**src/apsm_consts.vh**
```
`ifndef APSM_CONSTS_VH
`define APSM_CONSTS_VH
`define APSM_SIZE_OFFSET   8'hB4
`define APSM_SIZE_RESET    8'h00
`define APSM_SIZE_MSB      5
`define APSM_SIZE_LSB      0
`define APSM_BASE_MSB      27
`define APSM_BASE_LSB      22
`define APSM_BASE_RESET    6'h00
`define APSM_FIELD_RESET   6'h00
`define APSM_PAT_256       6'h00
`define APSM_PAT_128       6'h20
`define APSM_PAT_64        6'h30
`define APSM_PAT_32        6'h38
`define APSM_PAT_16        6'h3C
`define APSM_PAT_8         6'h3E
`define APSM_PAT_4         6'h3F
`define APSM_MB_NONE       9'h000
`define APSM_MB_256        9'h100
`define APSM_MB_128        9'h080
`define APSM_MB_64         9'h040
`define APSM_MB_32         9'h020
`define APSM_MB_16         9'h010
`define APSM_MB_8          9'h008
`define APSM_MB_4          9'h004
`endif
```
**src/apsm_aperture_size_mask.v**
```verilog
`timescale 1ns/1ps
`include "apsm_consts.vh"
// How it works
// - Size bits 5:0 each gate the same-order base bit among 27:22.
// - A zero size bit makes its base bit read zero and ignore writes.
// - A one size bit makes its base bit ordinary read/write storage.
// - Reset clears the size register, giving the 256 MB aperture.
// - Ones filled from the top shrink the aperture from 256 MB to 4 MB.
module apsm_aperture_size_mask (
  input  wire        clock,
  input  wire        resetn,
  input  wire [7:0]  cfg_addr,
  input  wire        cfg_wr,
  input  wire [7:0]  cfg_wdata,
  output reg  [7:0]  cfg_rdata,
  input  wire        base_wr,
  input  wire [5:0]  base_wdata,
  output wire [5:0]  base_rdata,
  output wire [5:0]  base_mask,
  output reg  [8:0]  aperture_mb
);

  // Size codes name the seven legal patterns; the last code marks anything else.
  localparam [2:0] CODE_256  = 3'h0;
  localparam [2:0] CODE_128  = 3'h1;
  localparam [2:0] CODE_64   = 3'h2;
  localparam [2:0] CODE_32   = 3'h3;
  localparam [2:0] CODE_16   = 3'h4;
  localparam [2:0] CODE_8    = 3'h5;
  localparam [2:0] CODE_4    = 3'h6;
  localparam [2:0] CODE_NONE = 3'h7;

  reg  [5:0] aperture_size_field;
  reg  [5:0] next_aperture_size_field;

  reg  [7:0] next_cfg_rdata;

  reg  [2:0] size_code;
  reg  [2:0] next_size_code;
  reg  [8:0] next_aperture_mb;

  wire       size_sel;
  wire       size_write;
  wire [5:0] size_write_bits;
  wire [7:0] size_read_word;
  wire [4:0] therm_step;
  wire       size_is_therm;

  genvar s;
  genvar r;

  assign size_sel = (cfg_addr == `APSM_SIZE_OFFSET);

  assign size_write = cfg_wr & size_sel;

  assign size_write_bits = cfg_wdata[`APSM_SIZE_MSB:`APSM_SIZE_LSB];

  // The size field drives the base mask directly, so a new size acts on the next edge.
  assign base_mask = aperture_size_field;

  // Bits 7:6 have no flop at all, so no write can ever leave a stray one there.
  generate
    for (r = 0; r < 8; r = r + 1) begin : g_read
      if (r > `APSM_SIZE_MSB) begin : g_rsvd
        assign size_read_word[r] = 1'b0;
      end else begin : g_field
        assign size_read_word[r] = aperture_size_field[r];
      end
    end
  endgenerate

  // A one under a zero breaks the pattern filled from the top down.
  generate
    for (s = 0; s < 5; s = s + 1) begin : g_therm
      assign therm_step[s] = ~next_aperture_size_field[s] | next_aperture_size_field[s + 1];
    end
  endgenerate

  assign size_is_therm = &therm_step;

  always @* begin
    next_aperture_size_field = aperture_size_field;
    if (size_write) begin
      next_aperture_size_field = size_write_bits;
    end
  end

  always @(posedge clock or negedge resetn) begin
    if (!resetn) begin
      aperture_size_field <= `APSM_FIELD_RESET;
    end else begin
      aperture_size_field <= next_aperture_size_field;
    end
  end

  // The read path is registered: one cycle of latency buys an output free of
  // address decode glitches.
  always @* begin
    next_cfg_rdata = 8'h00;
    if (size_sel) begin
      next_cfg_rdata = size_read_word;
    end
  end

  always @(posedge clock or negedge resetn) begin
    if (!resetn) begin
      cfg_rdata <= `APSM_SIZE_RESET;
    end else begin
      cfg_rdata <= next_cfg_rdata;
    end
  end

  // The code follows the field on the same edge, so aperture_mb lands one
  // edge after the field changes.
  always @* begin
    next_size_code = CODE_NONE;
    if (size_is_therm) begin
      case (next_aperture_size_field)
        `APSM_PAT_256: begin
          next_size_code = CODE_256;
        end

        `APSM_PAT_128: begin
          next_size_code = CODE_128;
        end

        `APSM_PAT_64: begin
          next_size_code = CODE_64;
        end

        `APSM_PAT_32: begin
          next_size_code = CODE_32;
        end

        `APSM_PAT_16: begin
          next_size_code = CODE_16;
        end

        `APSM_PAT_8: begin
          next_size_code = CODE_8;
        end

        `APSM_PAT_4: begin
          next_size_code = CODE_4;
        end

        default: begin
          next_size_code = CODE_NONE;
        end
      endcase
    end
  end

  always @(posedge clock or negedge resetn) begin
    if (!resetn) begin
      size_code <= CODE_256;
    end else begin
      size_code <= next_size_code;
    end
  end

  // Patterns not filled from the top report zero, since they give software no
  // power-of-two range to size against.
  always @* begin
    next_aperture_mb = `APSM_MB_NONE;
    case (size_code)
      CODE_256: begin
        next_aperture_mb = `APSM_MB_256;
      end

      CODE_128: begin
        next_aperture_mb = `APSM_MB_128;
      end

      CODE_64: begin
        next_aperture_mb = `APSM_MB_64;
      end

      CODE_32: begin
        next_aperture_mb = `APSM_MB_32;
      end

      CODE_16: begin
        next_aperture_mb = `APSM_MB_16;
      end

      CODE_8: begin
        next_aperture_mb = `APSM_MB_8;
      end

      CODE_4: begin
        next_aperture_mb = `APSM_MB_4;
      end

      default: begin
        next_aperture_mb = `APSM_MB_NONE;
      end
    endcase
  end

  always @(posedge clock or negedge resetn) begin
    if (!resetn) begin
      aperture_mb <= `APSM_MB_256;
    end else begin
      aperture_mb <= next_aperture_mb;
    end
  end

  // Clearing a size bit also clears its stored base bit, so re-enabling it reads zero.
  apsm_base_bits u_base (
    .clock      (clock),
    .resetn     (resetn),
    .size_mask  (aperture_size_field),
    .base_wr    (base_wr),
    .base_wdata (base_wdata),
    .base_rdata (base_rdata)
  );
endmodule // apsm_aperture_size_mask

```
**src/apsm_base_bits.v**
```verilog
`timescale 1ns/1ps
`include "apsm_consts.vh"
module apsm_base_bits (
  input  wire       clock,
  input  wire       resetn,
  input  wire [5:0] size_mask,
  input  wire       base_wr,
  input  wire [5:0] base_wdata,
  output wire [5:0] base_rdata
);
  localparam [5:0] BASE_RESET_WORD = `APSM_BASE_RESET;

  genvar i;
  generate
    for (i = 0; i < 6; i = i + 1) begin : g_bit
      reg store_q;
      // A masked bit accepts no write, and its stored value is dropped.
      always @(posedge clock or negedge resetn) begin
        if (!resetn) begin
          store_q <= BASE_RESET_WORD[i];
        end else if (!size_mask[i]) begin
          store_q <= 1'b0;
        end else if (base_wr) begin
          store_q <= base_wdata[i];
        end
      end
      assign base_rdata[i] = store_q & size_mask[i];
    end
  endgenerate
endmodule // apsm_base_bits

```
**config.mk**
```make
export PLATFORM = sky130hd
export DESIGN_NAME = apsm_aperture_size_mask
export DESIGN_NICKNAME = d
export VERILOG_FILES = /design/src/apsm_aperture_size_mask.v /design/src/apsm_base_bits.v
export VERILOG_INCLUDE_DIRS = /design/src
export SDC_FILE = /design/constraint.sdc
export NUM_CORES = 1
export LEC_CHECK = 0
export BUFFER_PORTS_ARGS = -buffer_cell sky130_fd_sc_hd__clkbuf_2
export CORE_MARGIN = 1.5
export CORE_UTILIZATION = 30
export CTS_BUF_LIST = sky130_fd_sc_hd__clkbuf_8
export CTS_CLUSTER_DIAMETER = 150
export DETAILED_ROUTE_END_ITERATION = 8
export SLEW_MARGIN = 20
export SYNTH_ARGS = -nofsm -noshare
export SYNTH_HDL_FRONTEND = slang
export SYNTH_HIERARCHICAL = 1
export SYNTH_SLANG_ARGS = --single-unit
```
**constraint.sdc**
```tcl
create_clock -name clock -period 1.6 [get_ports clock]
set_clock_uncertainty 0.05 [all_clocks]
set_input_delay 0.16 -clock clock [delete_from_list [all_inputs] [get_ports clock]]
set_output_delay 0.16 -clock clock [all_outputs]
set_load 0.02 [all_outputs]
```
==> key figures, run 1 <==
Outcome
  – Status: completed

Cells and area
  – Footprint of the multi-input gates: 542 um2
  – Ant diodes: 0
  – Register Area: 702 um2
  – FILL cells: 394
  – Area grow syn2layout: 31.4%
  – Layout Utilization: 41.6%
  – Fin nets: 188
  – Share of post-route cells with drive strength above 1: between 40% and 50%
  – Fin cells: 211

Timing
  – Final worst path period share: 94.7%
  – RSZ-0062 raised after global routing: no
  – Final setup violating endpoints: 0
  – Fmax: roughly 0.66 GHz
  – Final hold vios: 0
  – Worst Slack Setup Final: 84.6 ps
  – TNS Setup: 0 ps
  – Worst-margin pin slew: between 600 and 700 ps
  – Max Slew Vio Count: 0
  – Max-slew headroom: 55.8%
  – Tmin final: approximately 1500 ps
  – Hold slack final: 115 ps

Die
  – Die area: ~4700 um2
  – Chip width: roughly 68 um
  – Die H: 68.4 um
  – Top Ports: 55
  – Row count: 23
  – Starting density of the core: 31.7%
  – Core ar.: 4060 um2

Synthesis
  – Post-synth top area cell: dfrtp_1
  – Mapped Cells: 103
  – Top cells by area, synth: dfrtp_1, mux2_4, mux2i_1
  – Syn Area/Cell: 12.5 um2
  – Syn Std Cell Area: approximately 1300 um2
  – Post-synth cell types: 30
  – Yosys top cell area share: 52.6%
  – Post-synthesis sequential area ratio: 54.6%
  – Synth Register Bits: 28
  – Synth warnings: 6

Place
  – Inst Count DP: 206
  – HPWL after DPL: 2.14 mm
  – DP Worst Slack: 114 ps
  – Port bufs: 48
  – RePlAce Congestion: around 0.74

Routing
  – Final ANT Viol Nets: 0
  – Initial DRC Count: 64
  – Total routed wirelength: 2.73 mm
  – Drt first pass iters: 4
  – # DRC: 0
  – Avg Vias per Cell: between 4 and 5
  – DR WL/cell: 12.9 um
  – Vias: 985

Critical path
  – CP cell instances: or2_2 -> or3_1 -> a21oi_1 -> a21oi_1
  – Worst EP arrival: 1620 ps
  – Worst Path Required: 1710 ps
  – Critical Path Most Common Cell: a21oi_1
  – Worst setup EP type: flop
  – WS Path Type: flop to flop
  – Buf/Inv on CP: 0
  – Max incr delay on CP: 460 ps
  – Cell family with most CP delay: simple AND/OR/NAND/NOR gates
  – Worst-path maximum fanout: 6
  – CP max-delay cell: dfrtp_1
  – Critical path launch point type: flop

Power
  – PwrDens: 959 nW/um2
  – Clock power frac: 33.9%
  – Peak VDD IR: 0.329 mV
  – NetSw: 405 uW
  – Pint: 1210 uW
  – Leakage power: just over 0.0009 uW
  – Sw frac: 25.0%
  – Gate power share: about 16%
  – Seq pwr share: about 50%

Clock tree
  – Total CTS buffers: 3
  – Total clock sinks: 28
  – CTS max path bufs: 2
  – TritonCTS clock tree: built
  – Post-CTS Resized: 0
  – Clock transition at path regs: 90 ps
  – CTS HTree Levels: 1
  – Later-pin clock latency in the skew report: 270 ps
  – Clk root buf: clkbuf_8

GRT
  – Vias in the first global route: 936
  – First-pass GRT wire length: 4.05 mm
  – Gr usage total: 11.8%
  – Largest net degree at the start of global routing: 29
  – GRT Residual Overflow: 0
  – Initial antenna violation count: 0

Job
  – Max-cap viol count: 0

Worst hold path
  – Hold crit path type: input pin to flop
-- flip-flops by register name, indices dropped and copies added (netlist names) --
register,count
aperture_mb,7
size_code,3
u_base/g_bit.store_q,6
base_mask,6
cfg_rdata,6
-- metrics by stage --
stage	cell area, um2	power, uW
floorplan	1300	972
global placement	1610	1080
detailed placement	1610	1090
CTS	1690	1630
global route	1690	1680
finish	1690	1620
-- power groups by stage --
| stage | registers (uW) | logic (uW) | clock network, uW |
|---|---|---|---|
| 2_1_floorplan | 869 | 103 | 0 |
| 3_3_place_gp | 822 | 254 | 0 |
| 3_5_place_dp | 829 | 258 | 0 |
| 4_1_cts | 815 | 261 | 552 |
| 5_1_grt | 824 | 284 | 576 |
| 6_report | 813 | 258 | 548 |
-- path summary, 6_finish.rpt --
| check | end | slack [ps] | start | cells past startpoint |
|---|---|---|---|---|
| hold reg to reg | aperture_mb[8]$_DFF_PN1_ | 480 | size_code[0]$_DFF_PN0_ | 1 |
| setup / recovery | size_code[1]$_DFF_PN0_ | 80 | base_mask[3]$_DFF_PN0_ | 4 |
| min in group asynchronous | u_base/g_bit[4].store_q$_DFFE_PN0P_ | 400 | resetn | 2 |
| hold / removal | u_base/g_bit[1].store_q$_DFFE_PN0P_ | 120 | base_wdata[1] | 3 |
| max in group asynchronous | aperture_mb[7]$_DFF_PN0_ | 670 | resetn | 2 |
| setup reg to reg | size_code[1]$_DFF_PN0_ | 80 | base_mask[3]$_DFF_PN0_ | 4 |
-- cell type report --
| cell class | instances | share of cell area, % |
|---|---|---|
| Clock buffer | 3 | 2.45 |
| Clock inverter | 1 | 1.78 |
| Multi-Input combinational cell | 72 | 32.1 |
| Sequential cell | 28 | 41.6 |
| Tap cell | 50 | 3.71 |
| Timing Repair Buffer | 57 | 18.4 |
-- synthesized netlist by cell type --
master    n
buf_6     2
nor4_1    2
a21oi_1   6
nor3b_1   3
nand4_1   2
and2_1    6
mux2_4    5
and3b_1   2
nor3_1    3
or3_1     4
a41oi_1   1
mux2_2    1
nor2b_1   6
mux2i_1   6
nor4b_4   1
o22ai_1   1
xor2_1    2
nand2_1   3
o21ai_0   1
dfrtp_1  27
buf_4     4
conb_1    1
and4b_1   1
nor2_1    2
or2_2     1
a311o_2   1
nand3_2   1
o31ai_1   1
dfstp_2   1
and3_2    6
-- worst min-delay path, delay by kind of cell --
family,cells,cell delay [ps]
buf+inv,1,80
mux,1,50
simple gates,1,110
-- routing by layer --
layer	track usage [%]	part of all wire, %	vias to the layer above
met4	5.25	0.95	0
met5	0	0	-
li1	-	-	479
met3	1.48	7.0	2
met2	21.9	51	42
met1	13.2	41	462
-- placed cells by master, fill, tap and decap left out, types with 5 or more instances in the layout --
master	instances
a21oi_1	6
and2_1	6
and3_2	6
buf_4	8
clkbuf_2	48
dfrtp_1	27
mux2_4	5
mux2i_1	6
nor2b_1	6
-- cell families after synthesis --
logic type | count (synthesis) | share of synthesized area [%]
other | 1 | 0.292
xor gates and xnor gates | 2 | 1.36
and+or+nand+nor | 43 | 22.9
DFF | 28 | 54.6
muxes | 12 | 11.4
AOI/OAI and AO/OA | 11 | 5.36
buffers and inverters | 6 | 4.09
-- what timing repair did --
| action | 4_1_cts | 5_1_grt |
|---|---|---|
| endpoints found under the setup margin | 0 | 0 |
| hold buffers | 1 | 0 |
| hold endpoints to repair | 27 | 0 |
| buffers inserted | 0 | 0 |
Note: power is estimated with default switching activity, not from simulation.
==> inputs of run 2 (changes only) <==
Settings changed: SYNTH_HIERARCHICAL 1 to unset.
==> run 2 against run 1 <==
Net effect: worst hold slack improved by 3.3 ps; register-to-register slack better by 160 ps; flip-flop and latch count is the same; global-route usage grew 0.97 points; sequential share of layout area is 0.91 points higher; non-clock buffer count shrank 5; count of clock-buffer cells in the layout stayed put; design area decreased by 2.2%; worst setup slack gained 140 ps; critical path depth is 2 lower; synthesized cell count increased by 4.9%; largest power group unchanged.
==> key figures, run 2 <==
Synthesis
  – Most common cell in the synthesized netlist: dfrtp_1
  – Post-synth EDFFs: 0
  – Fraction of registers with async set/reset: 100%
  – Yosys top cell area share: approximately 52%
  – Syn Std Cell Area: ~1300 um2
  – Synth Register Bits: 28
  – Post-synth cell types: 28
  – Top cells by area, synth: dfrtp_1, mux2_4, mux2i_1
  – Syn Area/Cell: 12.0 um2
  – Post-synthesis sequential area ratio: a little over half
  – Post-synth top cells: dfrtp_1, and2_1, and3_2, mux2i_1, nor2b_1
  – Post-synth top area cell: dfrtp_1
  – Most used DFF post-synth: dfrtp_1
  – Mapped Cells: between 100 and 150
  – Synth warnings: 0

Timing
  – Final worst path period share: 85.7%
  – TNS Setup: 0 ps
  – Final hold vios: 0
  – Worst-margin pin slew: 679 ps
  – Max Slew Vio Count: 0
  – Fmax: between 0.7 and 0.8 GHz
  – Max-slew headroom: 54.7%
  – Tmin final: 1370 ps
  – RSZ-0062 raised after global routing: no
  – Final setup violating endpoints: 0

Cells and area
  – Fin nets: 184
  – Ant diodes: 0
  – Fin cells: about 210
  – Max reg flops: 7
  – Top reg by flops: aperture_mb
  – Area grow syn2layout: 27.7%
  – Most common cell after layout, fill and taps aside: clkbuf_2
  – Most frequent cells in the layout: clkbuf_2, dfrtp_1
  – Share of post-route cells with drive strength above 1: between 40% and 50%

GRT
  – Gr usage total: 12.7%
  – Initial antenna violation count: 0
  – First-pass GRT wire length: 4.40 mm
  – Vias in the first global route: 925
  – GRT Residual Overflow: 0
  – Largest net degree at the start of global routing: 29

Worst hold path
  – Hold Path Origin: base_wdata[1]
  – Hold crit path type: input pin to flop

Critical path
  – Worst-path maximum fanout: 10
  – R2r setup slk: roughly 240 ps
  – CP endpoint: base_rdata[0]
  – Reg-to-reg startpoint: base_mask[4]$_DFF_PN0_
  – Worst EP arrival: around 1200 ps
  – Critical path launch point type: flop
  – RR Endpoint: size_code[1]$_DFF_PN0_
  – CP cell instances: and2_1 -> clkbuf_2
  – Worst Setup SP: base_mask[0]$_DFF_PN0_
  – Max incr delay on CP: 550 ps
  – CP max-delay cell: dfrtp_1
  – Worst Path Required: 1390 ps
  – Cells on worst reg2reg path: 4
  – Worst setup EP type: output port
  – WS Path Type: flop to output port

Clock tree
  – Post-CTS Resized: 0
  – Total CTS buffers: 3
  – Later-pin clock latency in the skew report: 270 ps
  – Total clock sinks: 28
  – Clk root buf: clkbuf_8
  – Clock transition at path regs: 90 ps
  – TritonCTS clock tree: built
  – CTS max path bufs: 2
  – CTS HTree Levels: 1

Routing
  – Drt first pass iters: 4
  – Vias: approximately 970
  – Avg Vias per Cell: 4.70
  – Initial DRC Count: 35
  – Final ANT Viol Nets: 0
  – DR WL/cell: 13.0 um
  – # DRC: 0
  – Total routed wirelength: between 2 and 3 mm

Power
  – PwrDens: just under 1000 nW/um2
  – Leakage power: roughly 0.00090 uW
  – Peak VDD IR: 0.391 mV
  – Total Power: 1620 uW

Die
  – Top Ports: 55
  – Core ar.: 4090 um2
  – Die area: 4720 um2
  – Row count: 23
  – Chip width: around 69 um
  – Die H: 68.7 um
  – Starting density of the core: 31.7%

Place
  – HPWL after DPL: 2.07 mm
  – RePlAce Congestion: between 0.7 and 0.8
  – Inst Count DP: between 200 and 250
  – Port bufs: 48

Outcome
  – Status: completed

Job
  – Max-cap viol count: 0
[run 2: changes by cell type after synthesis, moves of 3 or more]
| cell | delta |
|---|---|
| a21oi_1 | -5 |
| clkbuf_1 | +5 |
| or3_1 | -4 |
| a31oi_1 | +3 |
[run 2: power by group]
part	switching [uW]	internal, uW	total, uW
combinational	145	111	256
clock	212	335	547
sequential	45.6	767	813
[run 2: cell type report]
class,count,area [um2]
tap,50,62.6
clock inverter,1,30.0
sequential,28,702
multi-input combinational,73,543
clock buffer,3,41.3
timing repair buffer,52,273
fill,414,2430
[run 2: metrics by stage]
| step | cell area, um2 | utilization [%] | setup slack, ps | hold WS [ps] |
|---|---|---|---|---|
| 2_1_floorplan | 1310 | - | 250 | -186 |
| 3_3_place_gp | 1570 | 38.4 | 137 | 175 |
| 3_5_place_dp | 1570 | 38.4 | 86.1 | 188 |
| 4_1_cts | 1650 | 40.4 | 217 | 112 |
| 5_1_grt | 1650 | 40.4 | 133 | 121 |
| 6_report | 1650 | 40.4 | 230 | 119 |
[run 2: layer usage]
metal / vias up / GRT usage, % / wire [um]
met2: 30 / 22.6 / 1360
met5: - / 0 / 0
li1: 479 / - / -
met1: 460 / 14.5 / 1160
met4: 0 / 5.75 / 52
met3: 4 / 2.76 / 126
[run 2: logic make-up after synthesis]
kind of cell | count (synthesis) | share of synthesized area (%)
xor gates and xnor gates | 2 | 1.35
and+or+nand+nor | 45 | 23.3
DFF | 28 | 54.3
AOI/OAI and AO/OA | 10 | 4.84
muxes | 12 | 11.3
buffers and inverters | 10 | 4.64
other | 1 | 0.290
[run 2: critical path: cells and delay by family (launching register included)]
family,cells,cell delay [ps]
AND/OR/NAND/NOR,1,180
flip-flops,1,550
buffers and inverters,1,160
[run 2: worst min-delay path by stage]
| stage | to | slack [ps] | depth (start not counted) |
|---|---|---|---|
| 6_report | u_base.g_bit[1].store_q$_DFFE_PN0P_ | 120 | 3 |
| 3_3_place_gp | cfg_rdata[4]$_DFF_PN0_ | 170 | 1 |
| 4_1_cts | u_base.g_bit[1].store_q$_DFFE_PN0P_ | 110 | 3 |
| 3_5_place_dp | cfg_rdata[4]$_DFF_PN0_ | 190 | 1 |
| 2_1_floorplan | aperture_mb[2]$_DFF_PN0_ | -190 | 0 |
| 5_1_grt | u_base.g_bit[4].store_q$_DFFE_PN0P_ | 120 | 3 |
[run 2: what timing repair did]
item	in CTS	in global routing
hold buffers	1	0
setup buffers	0	0
endpoints found under the hold margin	27	0
